--- config.mk ---
export PLATFORM = sky130hd
export DESIGN_NAME = mdc_top
export DESIGN_NICKNAME = d
export VERILOG_FILES = /design/src/hw/mdc_pkg.sv /design/src/hw/mdc_turnaround.sv /design/src/hw/mdc_top.sv
export SDC_FILE = /design/constraint.sdc
export NUM_CORES = 1
export LEC_CHECK = 0
export BUFFER_PORTS_ARGS = -buffer_cell sky130_fd_sc_hd__clkbuf_2
export CORE_ASPECT_RATIO = 0.5
export CORE_MARGIN = 5
export CORE_UTILIZATION = 56
export CTS_BUF_LIST = sky130_fd_sc_hd__clkbuf_8
export DETAILED_ROUTE_END_ITERATION = 10
export GPL_TIMING_DRIVEN = 0
export PLACE_DENSITY = 0.88
export SLEW_MARGIN = 15
export SYNTH_ARGS = -nofsm -noshare
export SYNTH_HDL_FRONTEND = slang
export SYNTH_SLANG_ARGS = --single-unit
--- constraint.sdc ---
create_clock -name I_CLK -period 3.3 [get_ports I_CLK]
set_input_delay 0.99 -clock I_CLK [delete_from_list [all_inputs] [get_ports I_CLK]]
set_output_delay 0.99 -clock I_CLK [all_outputs]
set_load 0.005 [all_outputs]
--- src/hw/mdc_pkg.sv ---
// Package of constants and types for the multidrop direction control block
package mdc_pkg;
  // Register byte addresses
  localparam logic [31:0] MDC_ADDR_CTRL = 32'h4000804c;
  localparam logic [31:0] MDC_ADDR_MATCH = 32'h40008050;
  localparam logic [31:0] MDC_ADDR_DELAY = 32'h40008054;
  localparam logic [31:0] MDC_ADDR_STAT = 32'h40008060;
  localparam logic [31:0] MDC_ADDR_MASK = 32'h40008064;
  // Control field positions
  localparam int MDC_CTRL_PLAIN = 0;
  localparam int MDC_CTRL_RXOFF = 1;
  localparam int MDC_CTRL_AUTO = 2;
  localparam int MDC_CTRL_SEL = 3;
  localparam int MDC_CTRL_TURN = 4;
  localparam int MDC_CTRL_POL = 5;
  localparam int MDC_CTRL_W = 6;
  // Status bit positions
  localparam int MDC_ST_ADDR = 0;
  localparam int MDC_ST_DATA = 1;
  localparam int MDC_ST_DROP = 2;
  localparam int MDC_ST_W = 3;
  // Reset values
  localparam logic [5:0] MDC_CTRL_RST = 6'h00;
  localparam logic [7:0] MDC_MATCH_RST = 8'h00;
  localparam logic [7:0] MDC_DELAY_RST = 8'h00;
  // AXI responses
  localparam logic [1:0] MDC_RESP_OK = 2'h0;
  localparam logic [1:0] MDC_RESP_ERR = 2'h2;
  // Turnaround states
  typedef enum logic [1:0] {
    MDC_IDLE = 2'b00,
    MDC_SEND = 2'b01,
    MDC_HOLD = 2'b10
  } mdc_dir_t;
  // Control register fields
  typedef struct packed {
    logic turnaround_polarity;
    logic auto_turnaround_on;
    logic pin_select;
    logic auto_station_detect_on;
    logic receiver_off;
    logic plain_multidrop_on;
  } mdc_ctrl_t;
  // Received character from the port
  typedef struct packed {
    logic valid;
    logic parity_err;
    logic [7:0] data;
  } mdc_rx_t;
endpackage

--- src/hw/mdc_turnaround.sv ---
// Direction signal generator with baud-timed release delay
`timescale 1ns/1ns
`default_nettype none
module mdc_turnaround
  import mdc_pkg::*;
(
  // Clock and reset
  input wire logic i_clk,
  input wire logic i_arst_n,
  // Configuration
  input wire logic i_enable,
  input wire logic i_polarity,
  input wire logic [7:0] i_delay,
  // Transmitter state
  input wire logic i_tx_busy,
  input wire logic i_baud_tick,
  // Direction level, already polarised
  output logic o_dir
);
  mdc_dir_t state_q;
  logic [7:0] count_q; // Release countdown
  logic active; // Direction asserted

  // Sequence: idle, sending, holding for delay
  always_ff @(posedge i_clk or negedge i_arst_n) begin
    if (!i_arst_n) begin
      state_q <= MDC_IDLE;
      count_q <= 8'h00;
    end else if (!i_enable) begin
      state_q <= MDC_IDLE;
      count_q <= 8'h00;
    end else begin
      unique case (state_q)
        MDC_IDLE: begin
          if (i_tx_busy) begin
            state_q <= MDC_SEND;
          end
        end
        MDC_SEND: begin
          if (!i_tx_busy) begin
            count_q <= i_delay;
            state_q <= MDC_HOLD;
          end
        end
        MDC_HOLD: begin
          if (i_tx_busy) begin
            state_q <= MDC_SEND; // New data restarts send phase
          end else if (count_q == 8'h00) begin
            state_q <= MDC_IDLE;
          end else if (i_baud_tick) begin
            count_q <= count_q - 8'h01;
          end
        end
        default: begin
          state_q <= MDC_IDLE;
        end
      endcase
    end
  end

  // Zero delay releases one clock after the last stop bit is gone
  assign active = (state_q == MDC_SEND) || i_tx_busy ||
                  ((state_q == MDC_HOLD) && (count_q != 8'h00));
  // Polarity zero: low while sending; one: high
  assign o_dir = i_polarity ? active : !active;
endmodule
`default_nettype wire

--- src/hw/mdc_top.sv ---
// Multidrop direction control block with AXI4-Lite registers
`timescale 1ns/1ns
`default_nettype none
module mdc_top
  import mdc_pkg::*;
(
  // Clock and reset
  input wire logic I_CLK,
  input wire logic I_ARST_N,
  // AXI4-Lite write address
  input wire logic I_AWVALID,
  output logic O_AWREADY,
  input wire logic [31:0] I_AWADDR,
  // AXI4-Lite write data
  input wire logic I_WVALID,
  output logic O_WREADY,
  input wire logic [31:0] I_WDATA,
  input wire logic [3:0] I_WSTRB,
  // AXI4-Lite write response
  output logic O_BVALID,
  input wire logic I_BREADY,
  output logic [1:0] O_BRESP,
  // AXI4-Lite read address
  input wire logic I_ARVALID,
  output logic O_ARREADY,
  input wire logic [31:0] I_ARADDR,
  // AXI4-Lite read data
  output logic O_RVALID,
  input wire logic I_RREADY,
  output logic [31:0] O_RDATA,
  output logic [1:0] O_RRESP,
  // Receive side of the port
  // Received characters arrive as one-cycle pulses
  input wire logic I_RX_VALID,
  input wire logic [7:0] I_RX_DATA,
  input wire logic I_RX_PARITY_ERR,
  output logic O_RX_VALID,
  output logic [7:0] O_RX_DATA,
  output logic O_RX_IS_ADDR,
  // Transmit side of the port
  // Busy stays high until the last stop bit has left
  input wire logic I_TX_BUSY,
  input wire logic I_BAUD_TICK,
  // Modem control pins, active low by default
  // Inputs are the port's own levels, used when a pin is not steered
  input wire logic I_RTS_N,
  input wire logic I_DTR_N,
  output logic O_RTS_N,
  output logic O_DTR_N,
  // Interrupt
  // Level output, high while an unmasked event is pending
  output logic O_IRQ
);
  // Software-visible registers
  mdc_ctrl_t ctrl_q; // Control register
  logic [7:0] match_q; // Station match value
  logic [7:0] delay_q; // Turnaround delay
  logic [MDC_ST_W-1:0] stat_q; // Sticky events
  logic [MDC_ST_W-1:0] mask_q; // Interrupt mask
  // Bus channel state
  logic [31:0] awaddr_q; // Latched write address
  logic [31:0] wdata_q; // Latched write data
  logic [3:0] wstrb_q; // Latched strobes
  logic aw_have_q; // Write address held
  logic w_have_q; // Write data held
  logic bvalid_q; // Write response pending
  logic [1:0] bresp_q;
  logic rvalid_q; // Read data pending
  logic [31:0] rdata_q;
  logic [1:0] rresp_q;
  // Receive path state
  logic listen_q; // Station addressed
  mdc_rx_t rx_in; // Bundled received character
  logic rx_take; // Character accepted by receiver
  logic is_addr; // Character is an address byte
  // Write strobe, status events and direction
  logic do_write; // Both halves of a write present
  logic [MDC_ST_W-1:0] ev; // Event pulses this cycle
  logic [MDC_ST_W-1:0] st_clr; // Write-one-to-clear bits
  logic dir; // Direction from generator

  // Word address decode, true when address is mapped
  // Unmapped offsets answer with an error and read as zero
  // Only whole-word addresses match; offsets inside a word do not
  function automatic logic mapped(input logic [31:0] a);
    return (a == MDC_ADDR_CTRL) || (a == MDC_ADDR_MATCH) || (a == MDC_ADDR_DELAY) ||
           (a == MDC_ADDR_STAT) || (a == MDC_ADDR_MASK);
  endfunction

  // Apply byte-lane 0 strobe to an 8-bit field
  // Every field sits in the low byte, so upper lanes carry nothing
  function automatic logic [7:0] lane0(input logic [7:0] old, input logic [31:0] d,
                                       input logic [3:0] s);
    return s[0] ? d[7:0] : old;
  endfunction

  // Received character lines bundled for the filter logic
  assign rx_in = '{valid: I_RX_VALID, parity_err: I_RX_PARITY_ERR, data: I_RX_DATA};
  // Readies drop while a half is held, refusing a second one
  assign O_AWREADY = !aw_have_q;
  assign O_WREADY = !w_have_q;
  // Answers come straight from their registers
  assign O_BVALID = bvalid_q;
  assign O_BRESP = bresp_q;
  // A read is refused while its answer still stands
  assign O_ARREADY = !rvalid_q;
  assign O_RVALID = rvalid_q;
  assign O_RDATA = rdata_q;
  assign O_RRESP = rresp_q;
  // Perform the write once both halves are held and no answer waits
  assign do_write = aw_have_q && w_have_q && !bvalid_q;

  // Write address and data capture, either order
  // Each half is held until the write is performed
  always_ff @(posedge I_CLK or negedge I_ARST_N) begin
    if (!I_ARST_N) begin
      aw_have_q <= 1'b0;
      w_have_q <= 1'b0;
      awaddr_q <= 32'h00000000;
      wdata_q <= 32'h00000000;
      wstrb_q <= 4'h0;
    end else begin
      // Address half
      if (I_AWVALID && !aw_have_q) begin
        aw_have_q <= 1'b1;
        awaddr_q <= I_AWADDR;
      end else if (do_write) begin
        aw_have_q <= 1'b0;
      end
      // Data half with its byte strobes
      if (I_WVALID && !w_have_q) begin
        w_have_q <= 1'b1;
        wdata_q <= I_WDATA;
        wstrb_q <= I_WSTRB;
      end else if (do_write) begin
        w_have_q <= 1'b0;
      end
    end
  end

  // Write response, error on unmapped address
  // The answer stands until the master raises its ready
  always_ff @(posedge I_CLK or negedge I_ARST_N) begin
    if (!I_ARST_N) begin
      bvalid_q <= 1'b0;
      bresp_q <= MDC_RESP_OK;
    end else if (do_write) begin
      // Error response when the address maps to no register
      bvalid_q <= 1'b1;
      bresp_q <= mapped(awaddr_q) ? MDC_RESP_OK : MDC_RESP_ERR;
    end else if (I_BREADY) begin
      // Released at the edge that takes it
      bvalid_q <= 1'b0;
    end
  end

  // Configuration registers, lane 0 only
  // Writes without the lane 0 strobe leave every field as it is
  // Bits above each field are dropped and read back as zero
  always_ff @(posedge I_CLK or negedge I_ARST_N) begin
    if (!I_ARST_N) begin
      // All fields start at zero
      ctrl_q <= MDC_CTRL_RST;
      match_q <= MDC_MATCH_RST;
      delay_q <= MDC_DELAY_RST;
      mask_q <= '0;
    end else if (do_write && wstrb_q[0]) begin
      unique case (awaddr_q)
        MDC_ADDR_CTRL: ctrl_q <= wdata_q[MDC_CTRL_W-1:0];
        MDC_ADDR_MATCH: match_q <= lane0(match_q, wdata_q, wstrb_q);
        MDC_ADDR_DELAY: delay_q <= lane0(delay_q, wdata_q, wstrb_q);
        MDC_ADDR_MASK: mask_q <= wdata_q[MDC_ST_W-1:0];
        // Status is cleared elsewhere; unmapped offsets do nothing
        default: begin
        end
      endcase
    end
  end

  // Read channel, one-cycle answer
  // Data are sampled from the registers at the taking edge
  always_ff @(posedge I_CLK or negedge I_ARST_N) begin
    if (!I_ARST_N) begin
      rvalid_q <= 1'b0;
      rdata_q <= 32'h00000000;
      rresp_q <= MDC_RESP_OK;
    end else if (I_ARVALID && !rvalid_q) begin
      rvalid_q <= 1'b1;
      // Unmapped reads answer with an error
      rresp_q <= mapped(I_ARADDR) ? MDC_RESP_OK : MDC_RESP_ERR;
      unique case (I_ARADDR)
        MDC_ADDR_CTRL: rdata_q <= {26'h0, ctrl_q};
        MDC_ADDR_MATCH: rdata_q <= {24'h0, match_q};
        MDC_ADDR_DELAY: rdata_q <= {24'h0, delay_q};
        MDC_ADDR_STAT: rdata_q <= {29'h0, stat_q};
        MDC_ADDR_MASK: rdata_q <= {29'h0, mask_q};
        // Unmapped offsets read as zero
        default: rdata_q <= 32'h00000000;
      endcase
    end else if (I_RREADY) begin
      // Answer released at the edge that takes it
      rvalid_q <= 1'b0;
    end
  end

  // Receive gating and address classification
  // A disabled receiver drops characters before the station, status and valid logic see them
  assign rx_take = rx_in.valid && !ctrl_q.receiver_off;
  // Parity error marks an address byte in either multidrop mode
  assign is_addr = rx_in.parity_err &&
                   (ctrl_q.plain_multidrop_on || ctrl_q.auto_station_detect_on);

  // Station addressing state for auto detect
  // Listening starts on a matching address byte and ends on any other
  // Turning auto detect off forgets the last address
  always_ff @(posedge I_CLK or negedge I_ARST_N) begin
    if (!I_ARST_N) begin
      listen_q <= 1'b0;
    end else if (!ctrl_q.auto_station_detect_on) begin
      listen_q <= 1'b0;
    end else if (rx_take && is_addr) begin
      // Compare the whole byte with the station match value
      listen_q <= (rx_in.data == match_q);
    end
  end

  // Event pulses for the status register
  // Only accepted characters raise events
  always_comb begin
    ev = '0;
    if (rx_take) begin
      // Address, data and dropped-data events
      ev[MDC_ST_ADDR] = is_addr;
      ev[MDC_ST_DATA] = !is_addr;
      ev[MDC_ST_DROP] = ctrl_q.auto_station_detect_on && !is_addr && !listen_q;
    end
  end

  // Delivered character, address bytes withheld in auto mode
  // A character is delivered one cycle after it arrives
  always_ff @(posedge I_CLK or negedge I_ARST_N) begin
    if (!I_ARST_N) begin
      O_RX_VALID <= 1'b0;
      O_RX_DATA <= 8'h00;
      O_RX_IS_ADDR <= 1'b0;
    end else begin
      O_RX_VALID <= rx_take && (!ctrl_q.auto_station_detect_on ||
                    (!is_addr && listen_q));
      // Data and address flag are registered every cycle
      O_RX_DATA <= rx_in.data;
      O_RX_IS_ADDR <= is_addr;
    end
  end

  // Sticky status, set wins over write-one clear
  // An event in the same cycle as its clear keeps the bit set
  assign st_clr = (do_write && wstrb_q[0] && awaddr_q == MDC_ADDR_STAT) ?
                  wdata_q[MDC_ST_W-1:0] : '0;
  always_ff @(posedge I_CLK or negedge I_ARST_N) begin
    if (!I_ARST_N) begin
      stat_q <= '0;
    end else begin
      // Clear first, then let new events win
      stat_q <= (stat_q & ~st_clr) | ev;
    end
  end

  // Level interrupt from unmasked status
  // Stays high until software clears or masks every enabled bit
  assign O_IRQ = |(stat_q & mask_q);

  // Direction generator
  // Produces the polarised direction level from the transmitter state
  mdc_turnaround u_turn (
    .i_clk(I_CLK),
    .i_arst_n(I_ARST_N),
    .i_enable(ctrl_q.auto_turnaround_on),
    .i_polarity(ctrl_q.turnaround_polarity),
    .i_delay(delay_q),
    .i_tx_busy(I_TX_BUSY),
    .i_baud_tick(I_BAUD_TICK),
    .o_dir(dir)
  );

  // Pin steering; unselected pin keeps the port's own modem level
  // Both pins idle high in reset, the inactive level of a low-active line
  // The selected pin takes the direction one cycle after the generator
  always_ff @(posedge I_CLK or negedge I_ARST_N) begin
    if (!I_ARST_N) begin
      O_RTS_N <= 1'b1;
      O_DTR_N <= 1'b1;
    end else begin
      // Default: pass the port's own modem levels through
      O_RTS_N <= I_RTS_N;
      O_DTR_N <= I_DTR_N;
      // Direction overrides the chosen pin only while enabled
      if (ctrl_q.auto_turnaround_on) begin
        // Select bit: zero steers to the request pin, one to the ready pin
        if (ctrl_q.pin_select) begin
          O_DTR_N <= dir;
        end else begin
          O_RTS_N <= dir;
        end
      end
    end
  end
endmodule
`default_nettype wire

==> out/metrics.yaml <==
detailed_routing:
  drt_iter0_markers: 300
  viasPerCell: 5.33
  postRouteAntennaNets: 0
  via_count: 3653
  routedWlPerCell_um: 16.1
  dr.pass1.iters: 4
  drcViolationCount: 0
  routed_wl_mm: 11.0
sta:
  final.setup.worst_slack_ns: 0.658
  holdWs_ns: 0.454
  finalSetupViolCount: 0
  skew_ns: 0.0115
  grt_setup_unrepaired: "false"
  maxSlewViolCount: 0
  period_share_pct: 80.1
  hold_violations: 0
  timing.fmax_mhz: 379
  finalCriticalPeriod_ns: 2.64
  slew_headroom_pct: 41.8
  tightest_slew_ns: 0.866
setup_path:
  slowest_delay_ns: 0.74
  cp.arrival_ns: 2.92
  critical_path_required_ns: 3.58
  start_kind: "primary input"
  path_cells: "clkbuf_2 -> or4b_4 -> nor4_2 -> a222oi_1 -> a211oi_1"
  path_class: "primary input to register"
  cp_max_fo: 8
  timing.critical_path.slowest_stage_cell: "nor4_2"
  end_kind: "register"
floorplan:
  die-width_um: 143
  initial_utilization_pct: 57.0
  core_area_um2: 8650
  std_cell_rows: 24
  pin_count: 175
  die-area_um2: 10900
  die_h_um: 76.4
outcome:
  outcome: "completed"
pwr:
  p_comb_share_pct: 21.1
  switching_share_pct: 29.0
  power.total_w: 0.00316
  p_leak_nw: 2.87
  p_clk_share_pct: 21.7
  p_int_w: 0.00225
  peakVddDrop_v: 0.000520
  seqPwrFrac_pct: 57.2
  powerDensity_nw_per_um2: 529
  power.switching_w: 0.000916
grt:
  grt.total_usage_pct: 21.2
  grt_pass1_wl_mm: 18.5
  grt_max_degree: 92
  overflow: 0
  antenna_found_initial: 0
  first_global_vias: 3773
synth:
  ys_ff_latch: 106
  syn_area_um2: 4930
  synth_cells: 406
  synthArstFlopShare_pct: 100
  ys_seq_area_share_pct: 53.8
  synth_top_family_by_area: "multiplexers"
  muxShareOfSynthArea_pct: 16.1
  synth_compound_area_share_pct: 9.23
  yosys_warnings: 0
  synth_fa_ha_area_share_pct: 0.507
  ys.flop_type: "dfrtp_1"
  avgSynthCellArea_um2: 12.2
  synth-edff-count: 0
  synth_cell_types: 57
  synth_xor_area_share_pct: 1.78
  yosys.area_share.simple_pct: 12.5
finish:
  finalNetCount: 686
  drive_gt1_share_pct: 41.9
  syn_to_final_growth_pct: 21.1
  final-seq-area_um2: 2660
  n_antenna_cell: 0
  fill_cells: 672
  multiInputGateArea_um2: 2070
cts:
  cts_inserted_buffers: 9
  clkLatencyLatePin_ns: 0.37
  htree_levels: 3
  cts_resized: 0
  cts_num_sinks: 106
  clockBufferDepth: 2
  cts.hold.buffers_added: 0
  cts-root-buf: "clkbuf_8"
  cts_setup_buffers: 0
  cts_tree: "done"
  clk_pin_slew_ns: 0.09
place:
  portBuffers: 120
  globalplace.congestion: 0.869
  hpwl_mm: 8.63
  post-place-ws_ns: 0.357
min_path:
  hold_class: "primary input to asynchronous set/reset pin"
job:
  maxCapViolCount: 0
## final timing paths
| kind | from | to | slack (ns) | cells after the start |
|---|---|---|---|---|
| max reg2reg | u_turn.count_q[4] | u_turn.count_q[4] | 0.91 | 6 |
| min in group I_CLK | u_turn.state_q[0] | u_turn.state_q[0] | 0.46 | 1 |
| max | I_ARADDR[1] | O_RDATA[3] | 0.66 | 5 |
| min | I_ARST_N | awaddr_q[26] | 0.45 | 1 |
| max in group asynchronous | I_ARST_N | O_RTS_N | 2.15 | 2 |
| min reg2reg | u_turn.state_q[0] | u_turn.state_q[0] | 0.46 | 1 |
## synth_stat cells, types with 7 or more instances
master	number	area share (%)
a21oi_1	10	1.0
nor2b_1	8	1.0
mux2_1	8	1.8
nand2_1	16	1.2
nor4_1	11	1.4
nand2b_1	7	0.89
mux2_2	58	13
dfrtp_1	104	53
inv_1	11	0.84
buf_4	28	4.3
o21ai_0	10	1.0
nor2_1	20	1.5
## layout make-up
type | instances | area share, %
sequential | 106 | 44.4
multi-input combinational | 274 | 34.7
timing repair buffer | 121 | 10.7
buffer | 39 | 4.25
tap | 117 | 2.45
clock buffer | 9 | 2.07
inverter | 12 | 0.754
clock inverter | 7 | 0.649
## layout by cell type, fill, tap and decap left out, types with 11 or more instances in the layout
master	count
buf_4	28
nor4_1	11
dfrtp_1	104
mux2_2	58
clkbuf_2	119
conb_1	26
nand2_1	16
nor2_1	20
inv_1	13
## worst max-delay path: cells and delay by family
family | cells | cell delay [ns]
compound gates | 2 | 0.53
buf+inv | 1 | 0.08
simple gates | 2 | 1.32
## state kept, by name (all words and copies together), names as in the netlist
| name | flops |
|---|---|
| w_have_q | 1 |
| aw_have_q | 1 |
| O_RVALID | 1 |
| listen_q | 1 |
| O_RRESP | 1 |
| O_DTR_N | 1 |
| O_BRESP | 1 |
| O_RDATA | 8 |
| u_turn.count_q | 8 |
| mask_q | 3 |
| O_BVALID | 1 |
| awaddr_q | 32 |
| O_RX_DATA | 8 |
| u_turn.state_q | 2 |
| match_q | 8 |
| wstrb_q | 1 |
| O_RX_VALID | 1 |
| wdata_q | 8 |
| stat_q | 3 |
| O_RX_IS_ADDR | 1 |
| O_RTS_N | 1 |
| ctrl_q | 6 |
| delay_q | 8 |
## through the flow
step	TNS, ns	std cells	util (%)	area [um2]
after CTS	0	685	69.1	5970
final	0	685	69.1	5970
after detailed placement	0	669	67.2	5810
after global placement	-11.09	668	66.8	5770
after floorplan	0	431	-	5030
after global routing	0	685	69.1	5970
## power by group through the flow
stage | Sequential, W | Clock, W | Combinational, W
2_1_floorplan | 0.00175 | 0 | 0.000483
3_3_place_gp | 0.00182 | 0 | 0.000633
3_5_place_dp | 0.00184 | 0 | 0.000669
4_1_cts | 0.00181 | 0.000707 | 0.000674
5_1_grt | 0.00185 | 0.000767 | 0.000737
6_report | 0.00181 | 0.000687 | 0.000667
## cell families after synthesis
kind of cell / after synthesis
flip-flops: 106
AND/OR/NAND/NOR: 100
multiplexers: 71
AO/OA/AOI/OAI: 65
buffers and inverters: 51
XOR/XNOR: 10
adder cells (fa/ha/maj): 2
other: 1
## layer usage
metal	wire length [um]	track usage [%]	part of all wire, %
met3	1120	9.28	10
met4	85	2.75	0.77
met1	4550	27.1	41
met2	5280	34.5	48
met5	0	0	0
Power figures use the tool's default switching activity.
